$ cat src/logic/eeprom_host_pkg.sv
// ----------------------------------------------------------------
// Shared constants for the byte-wide memory host
// ----------------------------------------------------------------
package eeprom_host_pkg;

	// Array geometry
	localparam int ADDR_W      = 15;		// Byte address lines
	localparam int DATA_W      = 8;			// Data lines
	localparam int PAGE_LSB    = 6;			// First page address bit
	localparam int PAGE_BYTES  = 64;		// Bytes in one page load
	localparam int CNT_W       = 7;			// Byte counter width
	localparam int TMR_W       = 24;		// Long timer width
	localparam int PHASE_W     = 8;			// Pin phase counter width
	localparam int TOGGLE_BIT  = 6;			// Bit that flips per status read
	localparam int POLL_BIT    = 7;			// Bit that reads inverted while busy

	// Command sequences
	localparam int UNLOCK_LEN  = 3;			// Writes that open a protected page
	localparam int CLEAR_LEN   = 6;			// Writes that drop protection
	localparam int SYNC_STAGES = 2;			// Flops on the data input

	// Clock and pin timing, in their own units
	localparam int CLK_PERIOD_NS = 10;		// mclk period
	localparam int T_OES_NS      = 10;		// Output gate high before strobe
	localparam int T_WP_NS       = 100;		// Write strobe low width
	localparam int T_AH_NS       = 150;		// Address hold from strobe fall
	localparam int T_WPH_NS      = 200;		// Strobe high recovery
	localparam int T_ACC_NS      = 350;		// Read access, slowest grade
	localparam int T_HZ_NS       = 50;		// Data bus release after read
	localparam int T_BLC_US      = 100;		// Byte load window, longest
	localparam int T_WC_MS       = 10;		// program_cycle_time, longest
	localparam int LOAD_GUARD_CYC = 16;		// Margin around the load window

	// Least time to whole cycles, never below one
	function automatic int cyc_up(input int ns);
		int c;
		c = (ns + CLK_PERIOD_NS - 1) / CLK_PERIOD_NS;
		return (c < 1) ? 1 : c;
	endfunction

	localparam int OES_CYC = cyc_up(T_OES_NS);
	localparam int WP_CYC  = cyc_up(T_WP_NS);
	localparam int AH_CYC  = cyc_up(T_AH_NS - T_WP_NS);
	localparam int WPH_CYC = cyc_up(T_WPH_NS);
	localparam int ACC_CYC = cyc_up(T_ACC_NS) + SYNC_STAGES;
	localparam int HZ_CYC  = cyc_up(T_HZ_NS);
	localparam int BLC_CYC_DEF = (T_BLC_US * 1000) / CLK_PERIOD_NS;
	localparam int WC_CYC_DEF  = cyc_up(T_WC_MS * 1000000);

	// Host command codes
	typedef enum logic [1:0] {
		OP_READ  = 2'b00,
		OP_WRITE = 2'b01,
		OP_CLEAR = 2'b10
	} op_e;

	// Page number of a byte address
	function automatic logic [ADDR_W-PAGE_LSB-1:0] page_of(input logic [ADDR_W-1:0] a);
		return a[ADDR_W-1:PAGE_LSB];
	endfunction

endpackage

$ cat src/logic/eeprom_host.sv
`timescale 1ns/1ps
// ----------------------------------------------------------------
// Rules of the memory this block drives
// RL1 - Fifteen address lines select one byte
// RL2 - Select low for access, high saves power
// RL3 - Gate and select low start a read
// RL4 - Data floats when gate or select high
// RL5 - Write needs select, strobe low, gate high
// RL6 - Address taken at later falling strobe
// RL7 - Data taken at earlier rising strobe
// RL8 - Byte write finishes programming on its own
// RL9 - Page load holds one to 64 bytes
// RL10 - Later page bytes keep first page address
// RL11 - Next byte within 100 us, else programming
// RL12 - Status polls are ordinary read cycles
// RL13 - Bit seven reads inverted while programming
// RL14 - Illegal protected write gives no polling
// RL15 - Bit six flips per read while programming
// RL16 - Strobe pulses under 20 ns are ignored
// RL17 - Gate low or strobe high blocks writes
// RL18 - Delivered unprotected in standard mode
// RL19 - Protection sequence sets lasting protected state
// RL20 - Three unlock writes open one page
// RL21 - Unlock writes followed by real data write
// RL22 - Six writes clear protection after program_cycle_time
// RL23 - Gate may pulse between page byte loads
// RL24 - Sequence addresses and data are configurable
// ----------------------------------------------------------------
module eeprom_host import eeprom_host_pkg::*; #(
	parameter int BLC_CYC  = BLC_CYC_DEF,		// Byte load window in cycles
	parameter int PROG_CYC = WC_CYC_DEF,		// Longest program_cycle_time
	parameter logic [UNLOCK_LEN-1:0][ADDR_W-1:0] UNLOCK_ADDR = '{15'h0003, 15'h0002, 15'h0001},
	parameter logic [UNLOCK_LEN-1:0][DATA_W-1:0] UNLOCK_DATA = '{8'h03, 8'h02, 8'h01},
	parameter logic [CLEAR_LEN-1:0][ADDR_W-1:0]  CLEAR_ADDR  = '{15'h0006, 15'h0005, 15'h0004,
	                                                            15'h0003, 15'h0002, 15'h0001},
	parameter logic [CLEAR_LEN-1:0][DATA_W-1:0]  CLEAR_DATA  = '{8'h06, 8'h05, 8'h04,
	                                                            8'h03, 8'h02, 8'h01}
) (
	// Clock and reset
	input  wire logic              mclk,
	input  wire logic              rst,
	// Command
	input  wire logic              cmd_valid,
	output logic                   cmd_ready,
	input  wire op_e               cmd_op,
	input  wire logic [ADDR_W-1:0] cmd_addr,
	input  wire logic [DATA_W-1:0] cmd_wdata,
	input  wire logic              cmd_last,
	input  wire logic              cmd_protect,
	// Answer
	output logic                   rsp_valid,
	output logic [DATA_W-1:0]      rsp_rdata,
	output logic                   rsp_timeout,
	output logic                   busy,
	// Memory pins
	output logic [ADDR_W-1:0]      mem_addr,
	output logic                   mem_ce_n,
	output logic                   mem_oe_n,
	output logic                   mem_we_n,
	input  wire logic [DATA_W-1:0] mem_dq_i,
	output logic [DATA_W-1:0]      mem_dq_o,
	output logic                   mem_dq_oe
);

	// ----------------------------------------------------------------
	// Declarations
	// ----------------------------------------------------------------
	typedef enum logic [3:0] {
		M_IDLE   = 4'b0000,
		M_READ   = 4'b0001,
		M_UNLOCK = 4'b0010,
		M_LOAD   = 4'b0011,
		M_SETTLE = 4'b0100,
		M_POLL   = 4'b0101,
		M_CLEAR  = 4'b0110,
		M_WAIT   = 4'b0111
	} main_e;

	localparam logic [TMR_W-1:0] OPEN_LIM   = TMR_W'(BLC_CYC - LOAD_GUARD_CYC);	// Last safe start
	localparam logic [TMR_W-1:0] SETTLE_LIM = TMR_W'(BLC_CYC + LOAD_GUARD_CYC);	// Surely programming
	localparam logic [TMR_W-1:0] PROG_LIM   = TMR_W'(PROG_CYC);

	main_e                      st_q;				// Sequence state
	logic [2:0]                 seq_idx_q;			// Step within a command sequence
	logic [ADDR_W-1:0]          wr_addr_q;			// Last byte loaded
	logic [DATA_W-1:0]          wr_data_q;			// Its data
	logic [ADDR_W-PAGE_LSB-1:0] pg_q;				// Page of the first byte
	logic                       last_q;				// Page closes after this byte
	logic [CNT_W-1:0]           cnt_q;				// Bytes loaded in this page
	logic [TMR_W-1:0]           load_tmr_q;			// Cycles since last write start
	logic [TMR_W-1:0]           wait_tmr_q;			// Cycles spent polling or waiting
	logic                       prev_b6_q;			// Toggle bit of previous poll
	logic                       have_prev_q;		// A previous poll exists
	logic                       eng_start_q;		// Pin cycle request
	logic                       eng_wr_q;			// Request is a write
	logic [ADDR_W-1:0]          eng_addr_q;			// Request address
	logic [DATA_W-1:0]          eng_data_q;			// Request data
	logic                       eng_idle;			// Pin engine free
	logic                       eng_done;			// Pin cycle finished
	logic [DATA_W-1:0]          eng_rdata;			// Data of finished read
	logic                       eng_free;			// Free and nothing queued
	logic                       window_open;		// Next byte may still start
	logic                       accept;				// Command taken this cycle
	logic                       stable;				// Programming seen complete

	assign eng_free    = eng_idle && !eng_start_q;
	assign window_open = (load_tmr_q < OPEN_LIM);		// RL11
	assign accept      = cmd_valid && cmd_ready;
	assign busy        = (st_q != M_IDLE);
	assign stable      = have_prev_q && (eng_rdata[TOGGLE_BIT] == prev_b6_q)	// RL15
	                     && (eng_rdata[POLL_BIT] == wr_data_q[POLL_BIT]);	// RL13

	// ----------------------------------------------------------------
	// Command acceptance
	// ----------------------------------------------------------------
	// Idle takes any legal op; a page takes only same-page writes in time
	always_comb begin
		cmd_ready = 1'b0;
		unique case (st_q)
			M_IDLE: cmd_ready = (cmd_op inside {OP_READ, OP_WRITE, OP_CLEAR});
			M_LOAD: cmd_ready = eng_free && !last_q && window_open	// RL11
			                    && (cnt_q < CNT_W'(PAGE_BYTES))		// RL9
			                    && (cmd_op == OP_WRITE) && !cmd_protect	// RL23
			                    && (page_of(cmd_addr) == pg_q);		// RL10
			default: cmd_ready = 1'b0;
		endcase
	end

	// ----------------------------------------------------------------
	// Sequencer
	// ----------------------------------------------------------------
	// State, pin requests and answers
	always_ff @(posedge mclk) begin
		if (rst) begin
			st_q        <= M_IDLE;
			seq_idx_q   <= '0;
			wr_addr_q   <= '0;
			wr_data_q   <= '0;
			pg_q        <= '0;
			last_q      <= 1'b0;
			prev_b6_q   <= 1'b0;
			have_prev_q <= 1'b0;
			eng_start_q <= 1'b0;
			eng_wr_q    <= 1'b0;
			eng_addr_q  <= '0;
			eng_data_q  <= '0;
			rsp_valid   <= 1'b0;
			rsp_rdata   <= '0;
			rsp_timeout <= 1'b0;
		end else begin
			eng_start_q <= 1'b0;
			rsp_valid   <= 1'b0;
			unique case (st_q)
				// Wait for a command
				M_IDLE: if (accept) begin
					wr_addr_q   <= cmd_addr;
					wr_data_q   <= cmd_wdata;
					last_q      <= cmd_last;
					pg_q        <= page_of(cmd_addr);
					seq_idx_q   <= '0;
					eng_start_q <= 1'b1;
					eng_wr_q    <= (cmd_op != OP_READ);
					eng_addr_q  <= cmd_addr;
					eng_data_q  <= cmd_wdata;
					if (cmd_op == OP_READ)
						st_q <= M_READ;
					else if (cmd_op == OP_CLEAR) begin
						eng_addr_q <= CLEAR_ADDR[0];		// RL24
						eng_data_q <= CLEAR_DATA[0];
						st_q       <= M_CLEAR;			// RL22
					end else if (cmd_protect) begin
						eng_addr_q <= UNLOCK_ADDR[0];	// RL24
						eng_data_q <= UNLOCK_DATA[0];
						st_q       <= M_UNLOCK;			// RL19
					end else
						st_q <= M_LOAD;
				end
				// Plain read answered once the data bus has been released
				M_READ: if (eng_done) begin
					rsp_valid   <= 1'b1;
					rsp_rdata   <= eng_rdata;
					rsp_timeout <= 1'b0;
					st_q        <= M_IDLE;
				end
				// Unlock writes then the held byte at once
				M_UNLOCK: if (eng_done) begin
					eng_start_q <= 1'b1;
					if (seq_idx_q == 3'(UNLOCK_LEN - 1)) begin
						eng_addr_q <= wr_addr_q;			// RL21
						eng_data_q <= wr_data_q;
						st_q       <= M_LOAD;			// RL20
					end else begin
						seq_idx_q  <= seq_idx_q + 3'd1;
						eng_addr_q <= UNLOCK_ADDR[seq_idx_q + 3'd1];
						eng_data_q <= UNLOCK_DATA[seq_idx_q + 3'd1];
					end
				end
				// Further bytes of the page, or close it
				M_LOAD: if (accept) begin
					wr_addr_q   <= cmd_addr;
					wr_data_q   <= cmd_wdata;
					last_q      <= cmd_last;
					eng_start_q <= 1'b1;
					eng_addr_q  <= cmd_addr;
					eng_data_q  <= cmd_wdata;
				end else if (eng_free && (last_q || !window_open || cmd_valid
				             || cnt_q == CNT_W'(PAGE_BYTES)))
					st_q <= M_SETTLE;					// RL11
				// Let the load window lapse so programming has begun
				M_SETTLE: if (load_tmr_q >= SETTLE_LIM) begin
					eng_start_q <= 1'b1;
					eng_wr_q    <= 1'b0;
					eng_addr_q  <= wr_addr_q;			// RL12
					have_prev_q <= 1'b0;
					st_q        <= M_POLL;
				end
				// Status reads until toggling stops and true data returns, or the poll limit PROG_LIM is reached
				M_POLL: if (eng_done) begin
					if (stable || wait_tmr_q >= PROG_LIM) begin
						rsp_valid   <= 1'b1;
						rsp_rdata   <= eng_rdata;
						rsp_timeout <= !stable;			// RL14
						st_q        <= M_IDLE;			// RL8
					end else begin
						prev_b6_q   <= eng_rdata[TOGGLE_BIT];
						have_prev_q <= 1'b1;
						eng_start_q <= 1'b1;
					end
				end
				// Six clearing writes
				M_CLEAR: if (eng_done) begin
					if (seq_idx_q == 3'(CLEAR_LEN - 1))
						st_q <= M_WAIT;
					else begin
						seq_idx_q   <= seq_idx_q + 3'd1;
						eng_start_q <= 1'b1;
						eng_addr_q  <= CLEAR_ADDR[seq_idx_q + 3'd1];
						eng_data_q  <= CLEAR_DATA[seq_idx_q + 3'd1];
					end
				end
				// Standard mode returns after program_cycle_time
				M_WAIT: if (wait_tmr_q >= PROG_LIM) begin
					rsp_valid   <= 1'b1;
					rsp_timeout <= 1'b0;
					st_q        <= M_IDLE;				// RL22
				end
				default: st_q <= M_IDLE;
			endcase
		end
	end

	// Byte count of the open page
	always_ff @(posedge mclk) begin
		if (rst || st_q == M_IDLE)
			cnt_q <= '0;
		else if (eng_start_q && eng_wr_q && st_q == M_LOAD)
			cnt_q <= cnt_q + CNT_W'(1);				// RL9
	end

	// Load window timer, restarted by every write
	always_ff @(posedge mclk) begin
		if (rst || (eng_start_q && eng_wr_q))
			load_tmr_q <= '0;
		else if (load_tmr_q != '1)
			load_tmr_q <= load_tmr_q + TMR_W'(1);
	end

	// Poll and clear timer
	always_ff @(posedge mclk) begin
		if (rst || !(st_q inside {M_POLL, M_WAIT}))
			wait_tmr_q <= '0;
		else if (wait_tmr_q != '1)
			wait_tmr_q <= wait_tmr_q + TMR_W'(1);
	end

	// ----------------------------------------------------------------
	// Pin engine
	// ----------------------------------------------------------------
	pin_cycle u_pins (
		.mclk  (mclk),
		.rst   (rst),
		.start (eng_start_q),
		.wr    (eng_wr_q),
		.addr  (eng_addr_q),
		.wdata (eng_data_q),
		.idle  (eng_idle),
		.done  (eng_done),
		.rdata (eng_rdata),
		.a     (mem_addr),
		.ce_n  (mem_ce_n),
		.oe_n  (mem_oe_n),
		.we_n  (mem_we_n),
		.dq_i  (mem_dq_i),
		.dq_o  (mem_dq_o),
		.dq_oe (mem_dq_oe)
	);
endmodule

$ cat src/logic/pin_cycle.sv
`timescale 1ns/1ps
// ----------------------------------------------------------------
// One read or one strobe-controlled write on the memory pins
// ----------------------------------------------------------------
module pin_cycle import eeprom_host_pkg::*; (
	// Clock and reset
	input  wire logic              mclk,
	input  wire logic              rst,
	// Request
	input  wire logic              start,
	input  wire logic              wr,
	input  wire logic [ADDR_W-1:0] addr,
	input  wire logic [DATA_W-1:0] wdata,
	output logic                   idle,
	output logic                   done,
	output logic [DATA_W-1:0]      rdata,
	// Memory pins
	output logic [ADDR_W-1:0]      a,
	output logic                   ce_n,
	output logic                   oe_n,
	output logic                   we_n,
	input  wire logic [DATA_W-1:0] dq_i,
	output logic [DATA_W-1:0]      dq_o,
	output logic                   dq_oe
);

	localparam int WE_LAST = WP_CYC - 1;		// Strobe low cycles after the fall

	typedef enum logic [2:0] {
		E_IDLE    = 3'b000,
		E_SETUP   = 3'b001,
		E_STROBE  = 3'b010,
		E_HOLD    = 3'b011,
		E_REC     = 3'b100,
		E_ACCESS  = 3'b101,
		E_RELEASE = 3'b110
	} eng_e;

	eng_e               st_q, st_d;				// Phase
	logic [PHASE_W-1:0] cnt_q, cnt_d;			// Cycles spent in phase
	logic [DATA_W-1:0]  dq_s1_q, dq_s2_q;		// Data input synchroniser
	logic               last;					// Final cycle of phase

	// Cycles each phase lasts
	function automatic logic [PHASE_W-1:0] phase_len(input eng_e s);
		unique case (s)
			E_SETUP:   return PHASE_W'(OES_CYC);
			E_STROBE:  return PHASE_W'(WP_CYC);
			E_HOLD:    return PHASE_W'(AH_CYC);
			E_REC:     return PHASE_W'(WPH_CYC);
			E_ACCESS:  return PHASE_W'(ACC_CYC);
			E_RELEASE: return PHASE_W'(HZ_CYC);
			default:   return PHASE_W'(1);
		endcase
	endfunction

	assign last = (cnt_q == phase_len(st_q) - PHASE_W'(1));
	assign idle = (st_q == E_IDLE);

	// Phase sequencing
	always_comb begin
		st_d  = st_q;
		cnt_d = last ? '0 : cnt_q + PHASE_W'(1);
		unique case (st_q)
			E_IDLE: begin
				cnt_d = '0;
				if (start)
					st_d = wr ? E_SETUP : E_ACCESS;
			end
			E_SETUP:   if (last) st_d = E_STROBE;
			E_STROBE:  if (last) st_d = E_HOLD;
			E_HOLD:    if (last) st_d = E_REC;
			E_REC:     if (last) st_d = E_IDLE;
			E_ACCESS:  if (last) st_d = E_RELEASE;
			E_RELEASE: if (last) st_d = E_IDLE;
			default:   st_d = E_IDLE;
		endcase
	end

	// Phase registers
	always_ff @(posedge mclk) begin
		if (rst) begin
			st_q  <= E_IDLE;
			cnt_q <= '0;
		end else begin
			st_q  <= st_d;
			cnt_q <= cnt_d;
		end
	end

	// Control pins follow the next phase; write only with output gate high
	always_ff @(posedge mclk) begin
		if (rst) begin
			ce_n  <= 1'b1;
			oe_n  <= 1'b1;
			we_n  <= 1'b1;
			dq_oe <= 1'b0;
		end else begin
			ce_n  <= !(st_d inside {E_SETUP, E_STROBE, E_HOLD, E_ACCESS});	// RL2
			oe_n  <= (st_d != E_ACCESS);									// RL12
			we_n  <= (st_d != E_STROBE);									// RL5
			dq_oe <= (st_d inside {E_SETUP, E_STROBE, E_HOLD});			// RL17
		end
	end

	// Address and write data latched at request
	always_ff @(posedge mclk) begin
		if (rst) begin
			a    <= '0;
			dq_o <= '0;
		end else if (start && idle) begin
			a    <= addr;
			dq_o <= wdata;
		end
	end

	// Two-flop data input, read data taken at end of access
	always_ff @(posedge mclk) begin
		if (rst) begin
			dq_s1_q <= '0;
			dq_s2_q <= '0;
			rdata   <= '0;
			done    <= 1'b0;
		end else begin
			dq_s1_q <= dq_i;
			dq_s2_q <= dq_s1_q;
			if (st_q == E_ACCESS && last)
				rdata <= dq_s2_q;
			done <= last && (st_q inside {E_REC, E_RELEASE});
		end
	end
endmodule

$ cat config.mk
export PLATFORM = sky130hd
export DESIGN_NAME = eeprom_host
export DESIGN_NICKNAME = d
export VERILOG_FILES = /design/src/logic/eeprom_host_pkg.sv /design/src/logic/eeprom_host.sv /design/src/logic/pin_cycle.sv
export SDC_FILE = /design/constraint.sdc
export NUM_CORES = 1
export LEC_CHECK = 0
export ABC_AREA = 1
export ABC_CLOCK_PERIOD_IN_PS = 3750
export BUFFER_PORTS_ARGS = -buffer_cell sky130_fd_sc_hd__buf_4
export CAP_MARGIN = 40
export CELL_PAD_IN_SITES_DETAIL_PLACEMENT = 1
export CELL_PAD_IN_SITES_GLOBAL_PLACEMENT = 1
export CORE_ASPECT_RATIO = 0.5
export CORE_MARGIN = 2
export CORE_UTILIZATION = 35
export DETAILED_ROUTE_END_ITERATION = 6
export HOLD_SLACK_MARGIN = 0.1
export PLACE_DENSITY_LB_ADDON = 0.1
export SLEW_MARGIN = 30
export SYNTH_ARGS = -nofsm -noshare
export SYNTH_HDL_FRONTEND = slang
export SYNTH_SLANG_ARGS = --single-unit
$ cat constraint.sdc
create_clock -name mclk -period 3.75 [get_ports mclk]
set_input_delay 0 -clock mclk [delete_from_list [all_inputs] [get_ports mclk]]
set_output_delay 0 -clock mclk [all_outputs]
set_load 0.02 [all_outputs]
==> metrics list <==
* Number of violations of the max-capacitance limit: 0
* Final Net Count: 1524
- In the layout the commonest cells are sky130_fd_sc_hd__nand2_1 (252), sky130_fd_sc_hd__nor2_1 (224), sky130_fd_sc_hd__dfxtp_1 (194).
- Top flip-flop cell by instance count after synthesis: sky130_fd_sc_hd__dfxtp_1
- Average instance area after synthesis: 6.89 um^2
- Summed over all failing endpoints, the final setup total negative slack is 0 ns.
- Final Cycle Share: 82.0%
- Antenna violations before repair: 0
- WP data required: 4.08 ns
* Y dimension of the die: 120 um
- Timing analysis after detailed placement gives a worst setup slack of 0.685 ns.
- Wires add up to 28.6 mm.
* Post-synth EDFFs: 0
- From left edge to right edge, the die measures 236 um.
- Clock root buffer: sky130_fd_sc_hd__clkbuf_16
* Die area: 0.0284 mm^2
- Clock-pin slew was measured on the worst setup and hold paths at 0.07 ns.
- Initial cell density of the core: 35.6%
* CP Launch Type: flip-flop
* Leakage dissipation: 5.12 nW
- Total inserted antenna cells: 0
- For this run the aggregate overflow at the end of global routing stands at 0.
- During I/O placement, the number of pins put on the boundary was 77.
- All-layer global routing usage: 21.2%
- DR vias/cell: 4.95
- Across the routed clock network, the largest skew measured is 0.00831 ns.
* Critical path peak fanout: 31
- The final number of max-transition violations is 0.
- Setup violators final: 0
* Clock tree from TritonCTS: done
* Largest net degree at the start of global routing: 71
- Synthesis inferred 194 register bits.
* Count of endpoints failing hold in the final timing report: 0
- The filler cells instantiated in the layout total 3396.
- First-pass GRT wire length: 47.9 mm
- Once the clock tree was built, the resizer swapped 0 gates to a different size.
- After synthesis the cells add up to 0.00944 mm^2.
- The via count of the first global-routing pass is 9417.
* Final routed DRC violation total: 0
- The worst hold path belongs to the class in -> reg.
- Number of CTS-inserted buffers: 17
- Via total after detailed routing: 9108
- For the worst-skew pair, the clock arrives at the later sink with an insertion delay of 0.46 ns.
* Worst slew margin relative to its limit: 52.6%
- Most common cell after layout, fill and taps aside: sky130_fd_sc_hd__nand2_1
- Counting every net in the synthesized netlist gives 1420.
* Pwr dens: 622 mW/mm^2
- Hold slack final: 0.394 ns
* WS Path Type: reg -> reg
- In this run the number of H-tree levels came out at 4.
* Tot Pwr: 7.08 mW
* RSZ-0062 raised after global routing: false
* Fraction of layout cells with a size suffix above 1: 10.4%
- Post-Synthesis Cells: 1371
- Setup slack on the critical path of the routed design comes to 0.673 ns.
- Placed wire-length estimate after detailed placement: 21.1 mm
- STA classifies the critical path endpoint as a flip-flop.
- Drt first-iter violations: 468
- Routability-driven placement finished with a final weighted congestion of 0.836.
* Yosys Warn Count: 0
- After synthesis, the share of flip-flops with an asynchronous set or reset is 0%.
- Post-detailed-route count of antenna-violating nets: 0
- Number of input and output port buffers inserted: 76
- Layout overhead on the synthesized area: 20.5%
- The worst-case IR drop observed on VDD is 399 uV.
- Based on the critical path, the design can be clocked at up to 325 MHz.
* Post-synth cell types: 49
* Clock sink total: 194
- In the final routed layout, each cell accounts on average for 15.5 um.
- Sequential fraction of the synthesis area: 41.1%
- Status: complete, no violations
- Area of the core region: 0.0265 mm^2
- Before antenna repair, the detailed router went through 4 iterations.
* Final critical-path required period: 3.08 ns
- Actual slew at the worst max-slew pin: 0.712 ns
- Cell row count: 42
* Data arrival time of the critical path: 3.41 ns
* Number of buffers between clock root and the deepest sink: 2
## registers in the layout, indices dropped and copies added (netlist names), 7 cells and up
register,flops
wr_addr_q,15
u_pins.dq_o,8
cnt_q,7
u_pins.dq_s1_q,8
u_pins.dq_s2_q,8
wr_data_q,8
eng_addr_q,15
u_pins.cnt_q,8
rsp_rdata,8
eng_data_q,8
wait_tmr_q,24
load_tmr_q,24
u_pins.rdata,8
pg_q,9
u_pins.a,15
## worst max-delay path, stage by stage (launching register included)
cell                      delay (ns)
sky130_fd_sc_hd__dfxtp_1        0.75
sky130_fd_sc_hd__nand3_2        0.28
sky130_fd_sc_hd__nor2_1         0.17
sky130_fd_sc_hd__nand2_1        0.06
sky130_fd_sc_hd__nor2_1         0.09
sky130_fd_sc_hd__nand3_1        0.11
sky130_fd_sc_hd__nand2_2        0.13
sky130_fd_sc_hd__nand2_4        0.23
sky130_fd_sc_hd__inv_2          0.46
sky130_fd_sc_hd__nand2_2        0.32
sky130_fd_sc_hd__o21ai_0        0.27
sky130_fd_sc_hd__a21oi_1        0.06
## power by group
part,switching (mW),total (mW),internal (mW)
clock network,0.859,2.01,1.15
logic,1.65,2.46,0.808
registers,0.226,2.60,2.38
total,2.74,7.08,4.34
## synthesized netlist by cell type, types with 4 or more instances
| master | count | area, um^2 |
|---|---|---|
| sky130_fd_sc_hd__nand2_1 | 252 | 946 |
| sky130_fd_sc_hd__nor2_1 | 225 | 845 |
| sky130_fd_sc_hd__dfxtp_1 | 194 | 3880 |
| sky130_fd_sc_hd__inv_1 | 190 | 713 |
| sky130_fd_sc_hd__o21ai_0 | 113 | 566 |
| sky130_fd_sc_hd__a21oi_1 | 83 | 415 |
| sky130_fd_sc_hd__nand3_1 | 78 | 390 |
| sky130_fd_sc_hd__nor3_1 | 32 | 160 |
| sky130_fd_sc_hd__xor2_1 | 24 | 210 |
| sky130_fd_sc_hd__clkbuf_1 | 23 | 86.3 |
| sky130_fd_sc_hd__nand4_1 | 23 | 144 |
| sky130_fd_sc_hd__ha_1 | 11 | 138 |
| sky130_fd_sc_hd__a211oi_1 | 10 | 75.1 |
| sky130_fd_sc_hd__inv_2 | 9 | 33.8 |
| sky130_fd_sc_hd__o21ai_1 | 9 | 45.0 |
| sky130_fd_sc_hd__a31oi_1 | 7 | 43.8 |
| sky130_fd_sc_hd__a22oi_1 | 6 | 45.0 |
| sky130_fd_sc_hd__buf_1 | 6 | 22.5 |
| sky130_fd_sc_hd__nand2_4 | 6 | 67.6 |
| sky130_fd_sc_hd__nor2_2 | 6 | 37.5 |
| sky130_fd_sc_hd__xnor2_1 | 6 | 52.6 |
| sky130_fd_sc_hd__buf_2 | 5 | 25.0 |
| sky130_fd_sc_hd__nand3b_1 | 5 | 37.5 |
| sky130_fd_sc_hd__o21bai_1 | 4 | 30.0 |
## cell type report
| type | count | area, um^2 | area share [%] |
|---|---|---|---|
| clock inverter | 12 | 180 | 1.58 |
| inverter | 200 | 751 | 6.60 |
| sequential | 194 | 3880 | 34.1 |
| multi-input combinational | 938 | 4630 | 40.7 |
| timing repair buffer | 124 | 1040 | 9.15 |
| tap | 352 | 440 | 3.87 |
| clock buffer | 19 | 453 | 3.98 |
## final timing paths
check                     from           endpoint  slack (ns)  cells after the start
max reg2reg            st_q[0]            pg_q[4]        0.67                     11
min               cmd_wdata[7]       wr_data_q[7]        0.39                      4
max                    st_q[0]            pg_q[4]        0.67                     11
min reg2reg  u_pins.dq_s1_q[4]  u_pins.dq_s2_q[4]        0.40                      2
## routing by layer
| layer | part of all wire (%) | routed length [um] | vias up | track usage (%) |
|---|---|---|---|---|
| li1 | - | - | 4606 | - |
| met1 | 49 | 14000 | 4397 | 27.9 |
| met2 | 47 | 13500 | 79 | 35.8 |
| met3 | 2.1 | 603 | 26 | 3.31 |
| met4 | 1.5 | 425 | 0 | 6.57 |
| met5 | 0 | 0 | - | 0 |
## cell families after synthesis
family / Yosys count / synth area share [%]
AO/OA/AOI/OAI: 249 / 14.7
flip-flops: 194 / 41.1
XOR/XNOR: 30 / 2.78
adder cells (fa/ha/maj): 11 / 1.46
AND/OR/NAND/NOR: 648 / 30.1
buffers and inverters: 239 / 9.89
## metrics by stage
step / std cells / area (um^2) / utilization (%)
after global routing: 1839 / 11400 / 43.0
after detailed placement: 1764 / 10300 / 38.9
after global placement: 1764 / 10300 / 38.9
final: 1839 / 11400 / 43.0
after CTS: 1839 / 11400 / 43.0
after floorplan: 1371 / 9440 / -
## repair_timing
| item | CTS | global route |
|---|---|---|
| hold buffers | 44 | 0 |
| setup buffers | 0 | 0 |
| endpoints found under the hold margin | 82 | 0 |
(Power assumes the default switching activity.)
